--- config.mk ---
export PLATFORM = sky130hd
export DESIGN_NAME = mrs_seq
export DESIGN_NICKNAME = d
export VERILOG_FILES = /design/src/core/mrs_pkg.sv /design/src/core/mrs_scaler.sv /design/src/core/mrs_seq.sv
export SDC_FILE = /design/constraint.sdc
export NUM_CORES = 2
export LEC_CHECK = 0
export BUFFER_PORTS_ARGS = -buffer_cell sky130_fd_sc_hd__buf_4
export CAP_MARGIN = 20
export CORE_ASPECT_RATIO = 2
export CORE_UTILIZATION = 54
export DETAILED_ROUTE_END_ITERATION = 7
export PLACE_DENSITY = 0.81
export SETUP_SLACK_MARGIN = 0.5
export SYNTH_ARGS = -nofsm -noshare
export SYNTH_HDL_FRONTEND = slang
export SYNTH_SLANG_ARGS = --single-unit
--- constraint.sdc ---
create_clock -name i_mclk -period 41.3 [get_ports i_mclk]
set_input_delay 8.26 -clock i_mclk [delete_from_list [all_inputs] [get_ports i_mclk]]
set_output_delay 8.26 -clock i_mclk [all_outputs]
set_load 0.01 [all_outputs]
--- src/core/mrs_pkg.sv ---
// package: register map, field layout and constants of the step sequencer
package mrs_pkg;
  localparam int unsigned NUM_REFS      = 16;
  localparam int unsigned REF_W         = 11;
  localparam int unsigned DUR_W         = 16;
  localparam int unsigned REF_MAX_TENTH = 1000;
  localparam logic [10:0] REF_RESET     = 11'h000;
  localparam logic [15:0] DUR_RESET     = 16'h0000;
  localparam logic [1:0]  RAMP_RESET    = 2'h0;
  localparam logic [1:0]  END_RESET     = 2'h0;
  localparam logic [2:0]  SRC_RESET     = 3'h0;

  // byte offsets on the register bus
  localparam logic [11:0] ADDR_REF_BASE  = 12'h000; // 16 words
  localparam logic [11:0] ADDR_STEP_BASE = 12'h040; // 16 words
  localparam logic [11:0] ADDR_CTRL      = 12'h080;
  localparam logic [11:0] ADDR_SCALE     = 12'h084;
  localparam logic [11:0] ADDR_STATUS    = 12'h088;
  localparam logic [11:0] ADDR_OUT       = 12'h08c;

  // ctrl register fields
  localparam int unsigned CTRL_END_LSB   = 0;  // 2 bits end mode
  localparam int unsigned CTRL_PFRET_BIT = 2;  // keep on power loss
  localparam int unsigned CTRL_STRET_BIT = 3;  // keep on stop
  localparam int unsigned CTRL_UNIT_BIT  = 4;  // 0 s, 1 h
  localparam int unsigned CTRL_SRC_LSB   = 5;  // 3 bits ref zero source
  localparam int unsigned CTRL_SEQ_BIT   = 8;  // sequencer selects ref
  localparam int unsigned CTRL_DEST_LSB  = 9;  // 2 bits destination
  // step register fields
  localparam int unsigned STEP_RAMP_LSB  = 16;

  // time base: durations are tenths of a unit
  localparam int unsigned CLK_HZ         = 20_000_000;
  localparam int unsigned TENTH_S_MS     = 100;
  localparam int unsigned TENTH_S_CYC    = CLK_HZ / 1000 * TENTH_S_MS;
  localparam int unsigned HOUR_PER_S     = 3600;

  typedef enum logic [1:0] {
    MRS_END_STOP, MRS_END_HOLD, MRS_END_REPEAT, MRS_END_RSVD
  } mrs_end_t;

  typedef enum logic [1:0] {
    MRS_DEST_FREQ, MRS_DEST_VOLT, MRS_DEST_PID, MRS_DEST_RSVD
  } mrs_dest_t;

  typedef enum logic [2:0] {
    MRS_SRC_STORED, MRS_SRC_AIN1, MRS_SRC_AIN2, MRS_SRC_AIN3,
    MRS_SRC_PULSE, MRS_SRC_PID, MRS_SRC_PRESET
  } mrs_src_t;
endpackage : mrs_pkg

--- src/core/mrs_scaler.sv ---
// scales a signed tenth-percent value against a full-scale base
module mrs_scaler #(
  parameter int unsigned BASE_W = 16
) (
  // clock and reset
  input  wire logic                 i_mclk,
  input  wire logic                 i_rst_n,
  // operands
  input  wire logic signed [10:0]   i_pct,
  input  wire logic [BASE_W-1:0]    i_base,
  input  wire logic                 i_bypass,
  // result
  output logic signed [BASE_W:0]    o_value
);
  logic signed [BASE_W+12:0] prod;
  logic signed [BASE_W+12:0] quot;

  // pid setpoint is left in tenth-percent units
  always_comb begin
    prod = i_pct * $signed({1'b0, i_base});
    quot = prod / $signed((BASE_W+13)'(mrs_pkg::REF_MAX_TENTH));
  end

  always_ff @(posedge i_mclk) begin
    if (!i_rst_n) begin
      o_value <= '0;
    end else if (i_bypass) begin
      o_value <= (BASE_W+1)'(i_pct);
    end else begin
      o_value <= quot[BASE_W:0];
    end
  end
endmodule : mrs_scaler

--- src/core/mrs_seq.sv ---
// multi-reference store with timed step sequencer and apb access
module mrs_seq #(
  parameter int unsigned TENTH_CYC = mrs_pkg::TENTH_S_CYC,
  parameter int unsigned HOUR_MUL  = mrs_pkg::HOUR_PER_S
) (
  // clock and reset
  input  wire logic               i_mclk,
  input  wire logic               i_rst_n,
  // apb slave
  input  wire logic               i_psel,
  input  wire logic               i_penable,
  input  wire logic               i_pwrite,
  input  wire logic [11:0]        i_paddr,
  input  wire logic [31:0]        i_pwdata,
  output logic [31:0]             o_prdata,
  output logic                    o_pready,
  output logic                    o_pslverr,
  // run control and terminals
  input  wire logic               i_run,
  input  wire logic               i_stop,
  input  wire logic               i_power_up,
  input  wire logic [3:0]         i_digital_input_terminal,
  // reference zero sources, tenth percent
  input  wire logic signed [10:0] i_analog_input_one,
  input  wire logic signed [10:0] i_analog_input_two,
  input  wire logic signed [10:0] i_analog_input_three,
  input  wire logic signed [10:0] i_pulse_ref,
  input  wire logic signed [10:0] i_pid_ref,
  input  wire logic signed [10:0] i_preset_frequency_setting,
  // scaling bases
  input  wire logic [15:0]        i_max_freq,
  input  wire logic [15:0]        i_rated_volt,
  // drive core side
  output logic signed [16:0]      o_setpoint,
  output logic [1:0]              o_dest,
  output logic                    o_reverse,
  output logic [1:0]              o_ramp_sel,
  output logic                    o_running,
  output logic [3:0]              o_step
);
  logic signed [10:0] ref_r   [16];
  logic [15:0]        dur_r   [16];
  logic [1:0]         ramp_r  [16];
  logic [1:0]         end_r;
  logic               pfret_r;
  logic               stret_r;
  logic               unit_r;
  logic [2:0]         src_r;
  logic               seq_r;
  logic [1:0]         dest_r;

  logic               run_r;
  logic               run_d_r;
  logic               done_r;
  logic [3:0]         step_r;
  logic [15:0]        tenth_r;
  logic [31:0]        tick_r;
  logic signed [10:0] hold_r;
  logic               pend_r;
  logic [31:0]        tick_lim;
  logic               tick_end;
  logic               step_end;
  logic signed [10:0] ref0;
  logic signed [10:0] sel_pct;
  logic [15:0]        base;
  logic signed [16:0] scaled;

  wire wr_en = i_psel & i_penable & i_pwrite;
  wire rd_en = i_psel & ~i_pwrite;
  wire run_go = i_run & ~run_d_r;

  // clamp to the legal tenth-percent range
  function automatic logic signed [10:0] clamp_ref(input logic [31:0] d);
    logic signed [31:0] v;
    v = $signed(d);
    if (v > $signed(32'(mrs_pkg::REF_MAX_TENTH))) begin
      clamp_ref = 11'sd1000;
    end else if (v < -$signed(32'(mrs_pkg::REF_MAX_TENTH))) begin
      clamp_ref = -11'sd1000;
    end else begin
      clamp_ref = v[10:0];
    end
  endfunction : clamp_ref

  // decode an address inside a 16-word array
  function automatic logic in_bank(input logic [11:0] a,
                                   input logic [11:0] b);
    in_bank = (a >= b) && (a < b + 12'h040) && (a[1:0] == 2'h0);
  endfunction : in_bank

  wire [3:0] widx = i_paddr[5:2];

  always_ff @(posedge i_mclk) begin
    if (!i_rst_n) begin
      for (int i = 0; i < 16; i++) begin
        ref_r[i]  <= mrs_pkg::REF_RESET;
        dur_r[i]  <= mrs_pkg::DUR_RESET;
        ramp_r[i] <= mrs_pkg::RAMP_RESET;
      end
    end else if (wr_en && in_bank(i_paddr, mrs_pkg::ADDR_REF_BASE)) begin
      ref_r[widx] <= clamp_ref(i_pwdata);
    end else if (wr_en && in_bank(i_paddr, mrs_pkg::ADDR_STEP_BASE)) begin
      dur_r[widx]  <= i_pwdata[15:0];
      ramp_r[widx] <= i_pwdata[mrs_pkg::STEP_RAMP_LSB +: 2];
    end
  end

  always_ff @(posedge i_mclk) begin
    if (!i_rst_n) begin
      end_r   <= mrs_pkg::END_RESET;
      pfret_r <= 1'b0;
      stret_r <= 1'b0;
      unit_r  <= 1'b0;
      src_r   <= mrs_pkg::SRC_RESET;
      seq_r   <= 1'b0;
      dest_r  <= 2'h0;
    end else if (wr_en && i_paddr == mrs_pkg::ADDR_CTRL) begin
      end_r   <= i_pwdata[mrs_pkg::CTRL_END_LSB +: 2];
      pfret_r <= i_pwdata[mrs_pkg::CTRL_PFRET_BIT];
      stret_r <= i_pwdata[mrs_pkg::CTRL_STRET_BIT];
      unit_r  <= i_pwdata[mrs_pkg::CTRL_UNIT_BIT];
      src_r   <= i_pwdata[mrs_pkg::CTRL_SRC_LSB +: 3];
      seq_r   <= i_pwdata[mrs_pkg::CTRL_SEQ_BIT];
      dest_r  <= i_pwdata[mrs_pkg::CTRL_DEST_LSB +: 2];
    end
  end

  // apb answers in the access cycle, zero wait states
  always_ff @(posedge i_mclk) begin
    if (!i_rst_n) begin
      o_prdata  <= '0;
      o_pready  <= 1'b0;
      o_pslverr <= 1'b0;
    end else begin
      o_pready  <= i_psel & ~i_penable;
      o_pslverr <= 1'b0;
      o_prdata  <= '0;
      if (rd_en && !i_penable) begin
        if (in_bank(i_paddr, mrs_pkg::ADDR_REF_BASE)) begin
          o_prdata <= 32'($signed(ref_r[widx]));
        end else if (in_bank(i_paddr, mrs_pkg::ADDR_STEP_BASE)) begin
          o_prdata <= {14'h0, ramp_r[widx], dur_r[widx]};
        end else if (i_paddr == mrs_pkg::ADDR_CTRL) begin
          o_prdata <= {21'h0, dest_r, seq_r, src_r, unit_r, stret_r,
                       pfret_r, end_r};
        end else if (i_paddr == mrs_pkg::ADDR_STATUS) begin
          o_prdata <= {10'h0, tenth_r, done_r, run_r, step_r};
        end else if (i_paddr == mrs_pkg::ADDR_OUT) begin
          o_prdata <= 32'(o_setpoint);
        end else begin
          o_pslverr <= 1'b1;
        end
      end
    end
  end

  // hours stretch each tenth by the seconds-per-hour factor
  always_comb begin
    tick_lim = unit_r ? 32'(TENTH_CYC * HOUR_MUL) - 32'd1
                      : 32'(TENTH_CYC) - 32'd1;
    tick_end = (tick_r == tick_lim);
    step_end = (tenth_r >= dur_r[step_r]) ||
               (tick_end && (tenth_r + 16'h1 >= dur_r[step_r]));
  end

  // start on a rising run edge so a held run cannot restart
  always_ff @(posedge i_mclk) begin
    if (!i_rst_n) begin
      run_d_r <= 1'b0;
    end else begin
      run_d_r <= i_run;
    end
  end

  // pending power-loss resume, latched on i_power_up, cleared by run
  always_ff @(posedge i_mclk) begin
    if (!i_rst_n) begin
      pend_r <= 1'b0;
    end else if (i_power_up) begin
      pend_r <= pfret_r;
    end else if (i_run) begin
      pend_r <= 1'b0;
    end
  end

  // position is held in flops across i_power_up only when pfret_r is set; otherwise it returns to step 0
  always_ff @(posedge i_mclk) begin
    if (!i_rst_n) begin
      run_r   <= 1'b0;
      done_r  <= 1'b0;
      step_r  <= 4'h0;
      tenth_r <= 16'h0;
      tick_r  <= 32'h0;
      hold_r  <= 11'sh000;
    end else if (i_stop) begin
      run_r <= 1'b0;
      if (!stret_r) begin
        step_r  <= 4'h0;
        tenth_r <= 16'h0;
        tick_r  <= 32'h0;
      end
    end else if (i_power_up && !pfret_r) begin
      run_r   <= 1'b0;
      step_r  <= 4'h0;
      tenth_r <= 16'h0;
      tick_r  <= 32'h0;
    end else if (run_go && !run_r) begin
      run_r  <= 1'b1;
      done_r <= 1'b0;
      if (done_r || !(stret_r || pend_r)) begin
        step_r  <= 4'h0;
        tenth_r <= 16'h0;
        tick_r  <= 32'h0;
      end
    end else if (run_r && seq_r && !done_r) begin
      if (step_end) begin
        tick_r  <= 32'h0;
        tenth_r <= 16'h0;
        if (step_r == 4'hf) begin
          case (mrs_pkg::mrs_end_t'(end_r))
            mrs_pkg::MRS_END_STOP: begin
              run_r  <= 1'b0;
              done_r <= 1'b1;
            end
            mrs_pkg::MRS_END_HOLD: begin
              done_r <= 1'b1;
              hold_r <= ref_r[4'hf];
            end
            mrs_pkg::MRS_END_REPEAT: begin
              step_r <= 4'h0;
            end
            default: begin
              run_r  <= 1'b0;
              done_r <= 1'b1;
            end
          endcase
        end else begin
          step_r <= step_r + 4'h1;
        end
      end else if (tick_end) begin
        tick_r  <= 32'h0;
        tenth_r <= tenth_r + 16'h1;
      end else begin
        tick_r <= tick_r + 32'h1;
      end
    end
  end

  always_comb begin
    case (mrs_pkg::mrs_src_t'(src_r))
      mrs_pkg::MRS_SRC_STORED: ref0 = ref_r[0];
      mrs_pkg::MRS_SRC_AIN1:   ref0 = i_analog_input_one;
      mrs_pkg::MRS_SRC_AIN2:   ref0 = i_analog_input_two;
      mrs_pkg::MRS_SRC_AIN3:   ref0 = i_analog_input_three;
      mrs_pkg::MRS_SRC_PULSE:  ref0 = i_pulse_ref;
      mrs_pkg::MRS_SRC_PID:    ref0 = i_pid_ref;
      mrs_pkg::MRS_SRC_PRESET: ref0 = i_preset_frequency_setting;
      default:                 ref0 = ref_r[0];
    endcase
  end

  // sequencer may not feed pid duty; a pid destination falls back to frequency
  wire [1:0] dest_eff = (seq_r && dest_r == 2'(mrs_pkg::MRS_DEST_PID))
                        ? 2'(mrs_pkg::MRS_DEST_FREQ) : dest_r;
  wire [3:0] idx = seq_r ? step_r : i_digital_input_terminal;

  always_comb begin
    if (seq_r && run_r && done_r &&
        end_r == 2'(mrs_pkg::MRS_END_HOLD)) begin
      sel_pct = hold_r;
    end else if (seq_r && !run_r) begin
      sel_pct = 11'sh000;
    end else if (idx == 4'h0) begin
      sel_pct = ref0;
    end else begin
      sel_pct = ref_r[idx];
    end
    base = (dest_eff == 2'(mrs_pkg::MRS_DEST_VOLT)) ? i_rated_volt
                                                    : i_max_freq;
  end

  mrs_scaler #(
    .BASE_W (16)
  ) u_scale (
    .i_mclk   (i_mclk),
    .i_rst_n  (i_rst_n),
    .i_pct    (sel_pct),
    .i_base   (base),
    .i_bypass (dest_eff == 2'(mrs_pkg::MRS_DEST_PID)),
    .o_value  (scaled)
  );

  always_ff @(posedge i_mclk) begin
    if (!i_rst_n) begin
      o_setpoint <= '0;
      o_dest     <= 2'h0;
      o_reverse  <= 1'b0;
      o_ramp_sel <= 2'h0;
      o_running  <= 1'b0;
      o_step     <= 4'h0;
    end else begin
      o_setpoint <= scaled;
      o_dest     <= dest_eff;
      o_reverse  <= (dest_eff == 2'(mrs_pkg::MRS_DEST_FREQ)) &&
                    sel_pct[10];
      o_ramp_sel <= ramp_r[step_r];
      o_running  <= run_r;
      o_step     <= step_r;
    end
  end
endmodule : mrs_seq

==> run_results.csv <==
group,metric,value,unit
floorplan,dieWidth,207,µm
global_routing,grt_max_degree,77,
synthesis,synth_top_area_share,30.6,%
routing,wl_per_cell,29.1,µm
final_layout,drive_gt1_share,18.6,%
global_routing,antenna_found_initial,9,
global_routing,grt_usage,37.3,%
clock_tree,post_cts_buffers,0,
routing,first_pass_iters,6,
sta,fin_skew,0.0305,ns
sta,fmax,0.0288,GHz
sta,timing.hold.ws,0.439,ns
place,io_buffers,214,
floorplan,ios,215,
setup_path,arrival,35.24,ns
synthesis,synth_cells,4331,
clock_tree,clk_pin_slew,0.07,ns
clock_tree,cts_tree,"done",
sta,tightest_slew,1.34,ns
setup_path,critical_path_class,"in -> reg",
final_layout,nNetsFinal,4798,
routing,viasPerCell,7.00,
setup_path,cp.required,41.80,ns
synthesis,synth-seq-cells,615,
synthesis,yosysSeqAreaShare,37.2,%
setup_path,worstPathMaxFanout,42,
floorplan,rows,150,
sta,totalNegativeSetupSlack,0,ns
floorplan,start_util,54.6,%
synthesis,ys_top_cells_by_area,"edfxtp_1 31%, mux4_2 14%, dfxtp_1 6.6%",
setup_path,critPathLaunchType,"input pin",
routing,vias,38600,
place,place_congestion,1.04,
setup_path,cp_slowest_cell,"o41ai_4",
synthesis,synth_nets,4731,
clock_tree,cts_made_buffers,51,
clock_tree,clock_path_buffers,3,
clock_tree,htreeDepth,2,
synthesis,yosysWarnings,0,
sta,finalMaxSlewViolations,0,
sta,slew-limit-headroom,10.8,%
global_routing,grt_overflow,0,
floorplan,die_h,413,µm
synthesis,synth_edf_count,464,
routing,drtIter0Drc,4377,
floorplan,core-area,0.0835,mm²
synthesis,ys_async_sr_fraction,0,%
sta,hold_viol,0,
hold_path,hold_path_class,"reg -> reg",
synthesis,synth.cell_area,0.0456,mm²
clock_tree,cts.sinks,615,
setup_path,critPathMaxStageDelay,0.97,ns
clock_tree,cts_resized,0,
sta,setup_viol_count_final,0,
setup_path,crit_path_frequent_cell,"inv_1",
clock_tree,cts-root-buf,"clkbuf_16",
routing,drt_wl_total,160000,µm
routing,drc,0,
floorplan,die_area,0.0856,mm²
global_routing,grt_pass1_vias,39600,
synthesis,synth_area_leader_cell,"edfxtp_1",
run_status,status,"complete, no violations",
run,cap_violations,0,
synthesis,ys_top_cells_by_count,"464 x edfxtp_1, 454 x nor2_1, 389 x nand2_1",
clock_tree,worst_skew_pair.late_latency,0.65,ns
synthesis,synth_cell_type_count,131,
clock_tree,cts_hold_buf,0,
global_routing,grt_pass1_wl,239000,µm
synthesis,yosysMostFrequentCell,"edfxtp_1",
sta,rsz0062_at_grt,"no",
synthesis,avgSynthCellArea,10.5,µm²
routing,ant_nets,0,
sta,min_period_over_period,84.1,%
place,dp_hpwl,116000,µm
setup_path,end_kind,"flop",
final_layout,area_growth,9.41,%
synthesis,ys.flop_type,"edfxtp_1",
sta,fin_crit,34.73,ns
## state kept, by name, indices dropped and copies added, names as in the netlist, 11 cells and up, named ones only
register	count
dur_r	256
ref_r	176
ramp_r	32
tick_r	32
o_prdata	23
o_setpoint	17
u_scale.o_value	17
tenth_r	16
hold_r	11
## cell type report
class	count	area (µm²)
repair buffers	301	2320
inverters	230	863
clock inverters	30	260
diodes	6	15.0
fillers	6674	33700
flip-flops and latches	615	17000
clock buffers	65	1360
multi-input cells	3199	26700
well taps	1064	1330
## cells in the final DEF (no fill, tap or decap), types with 22 or more instances in the layout
| master | synthesis | final |
|---|---|---|
| nand2b_1 | 43 | 42 |
| a31oi_1 | 41 | 41 |
| o211ai_1 | 30 | 30 |
| inv_1 | 227 | 227 |
| nor2b_1 | 32 | 32 |
| dfxtp_1 | 151 | 146 |
| nand3_1 | 90 | 90 |
| xor2_1 | 64 | 64 |
| clkbuf_16 | 0 | 51 |
| nor4_1 | 34 | 34 |
| a21o_1 | 29 | 29 |
| mux2i_1 | 65 | 65 |
| xnor2_1 | 81 | 81 |
| o21ai_0 | 96 | 83 |
| and3_1 | 72 | 72 |
| nor2_1 | 454 | 443 |
| a211oi_1 | 32 | 31 |
| o21a_1 | 24 | 24 |
| o21ai_1 | 21 | 22 |
| and2_1 | 319 | 319 |
| mux4_2 | 279 | 279 |
| a21oi_1 | 178 | 177 |
| nand4_1 | 31 | 31 |
| or3_1 | 25 | 25 |
| ha_1 | 120 | 120 |
| buf_4 | 18 | 292 |
| nand2_1 | 389 | 389 |
| nor3_1 | 76 | 70 |
| mux2_2 | 31 | 31 |
| edfxtp_1 | 464 | 464 |
| fa_1 | 126 | 126 |
| o22ai_1 | 24 | 24 |
## path summary, 6_finish.rpt
path / startpoint / to / depth (start not counted) / slack [ns]
setup / recovery: i_digital_input_terminal[1] / u_scale.o_value[14] / 79 / 6.57
hold / removal: u_scale.o_value[15] / o_setpoint[15] / 1 / 0.44
setup reg to reg: seq_r / u_scale.o_value[14] / 77 / 13.75
hold reg to reg: u_scale.o_value[15] / o_setpoint[15] / 1 / 0.44
## per-stage QoR
| stage | instances | utilization [%] | cell area [µm²] | worst slack, ns |
|---|---|---|---|---|
| finish | 5510 | 59.7 | 49900 | 6.57 |
| detailed placement | 5399 | 57.6 | 48100 | 6.78 |
| global placement | 5397 | 57.6 | 48100 | 7.24 |
| global route | 5506 | 59.7 | 49900 | 4.98 |
| floorplan | 4331 | - | 45600 | 11.37 |
| CTS | 5494 | 59.5 | 49700 | 7.40 |
## layer usage
layer	GRT usage, %	up-vias	share of wire (%)	wire [µm]
li1	-	16100	-	-
met1	35.1	18500	29	45800
met2	64.7	2811	49	79100
met3	9.46	1097	10	16200
met4	38.1	12	12	19000
met5	0	-	0.055	88
## critical path: cells and delay by family
kind,cells,cell delay (ns)
AO/OA/AOI/OAI,34,13.60
AND/OR/NAND/NOR,20,5.56
adder cells (fa/ha/maj),7,3.37
multiplexers,6,2.31
buffers and inverters,9,1.25
XOR/XNOR,3,0.77
## kinds of logic (layout without fill, tap and decap cells)
kind of cell / after synthesis / count (layout) / synth area share (%)
compound gates: 770 / 770 / 12.3
xor+xnor: 147 / 147 / 2.86
fa+ha+maj: 251 / 251 / 8.94
buf+inv: 517 / 626 / 4.55
flops: 615 / 615 / 37.2
mux: 379 / 379 / 16.1
other cells: 0 / 6 / 0
simple gates: 1652 / 1652 / 18.0
Power is left out: the tool's default activity adds up to more than one toggle a clock period on the data nets, which glitch-free logic cannot reach.
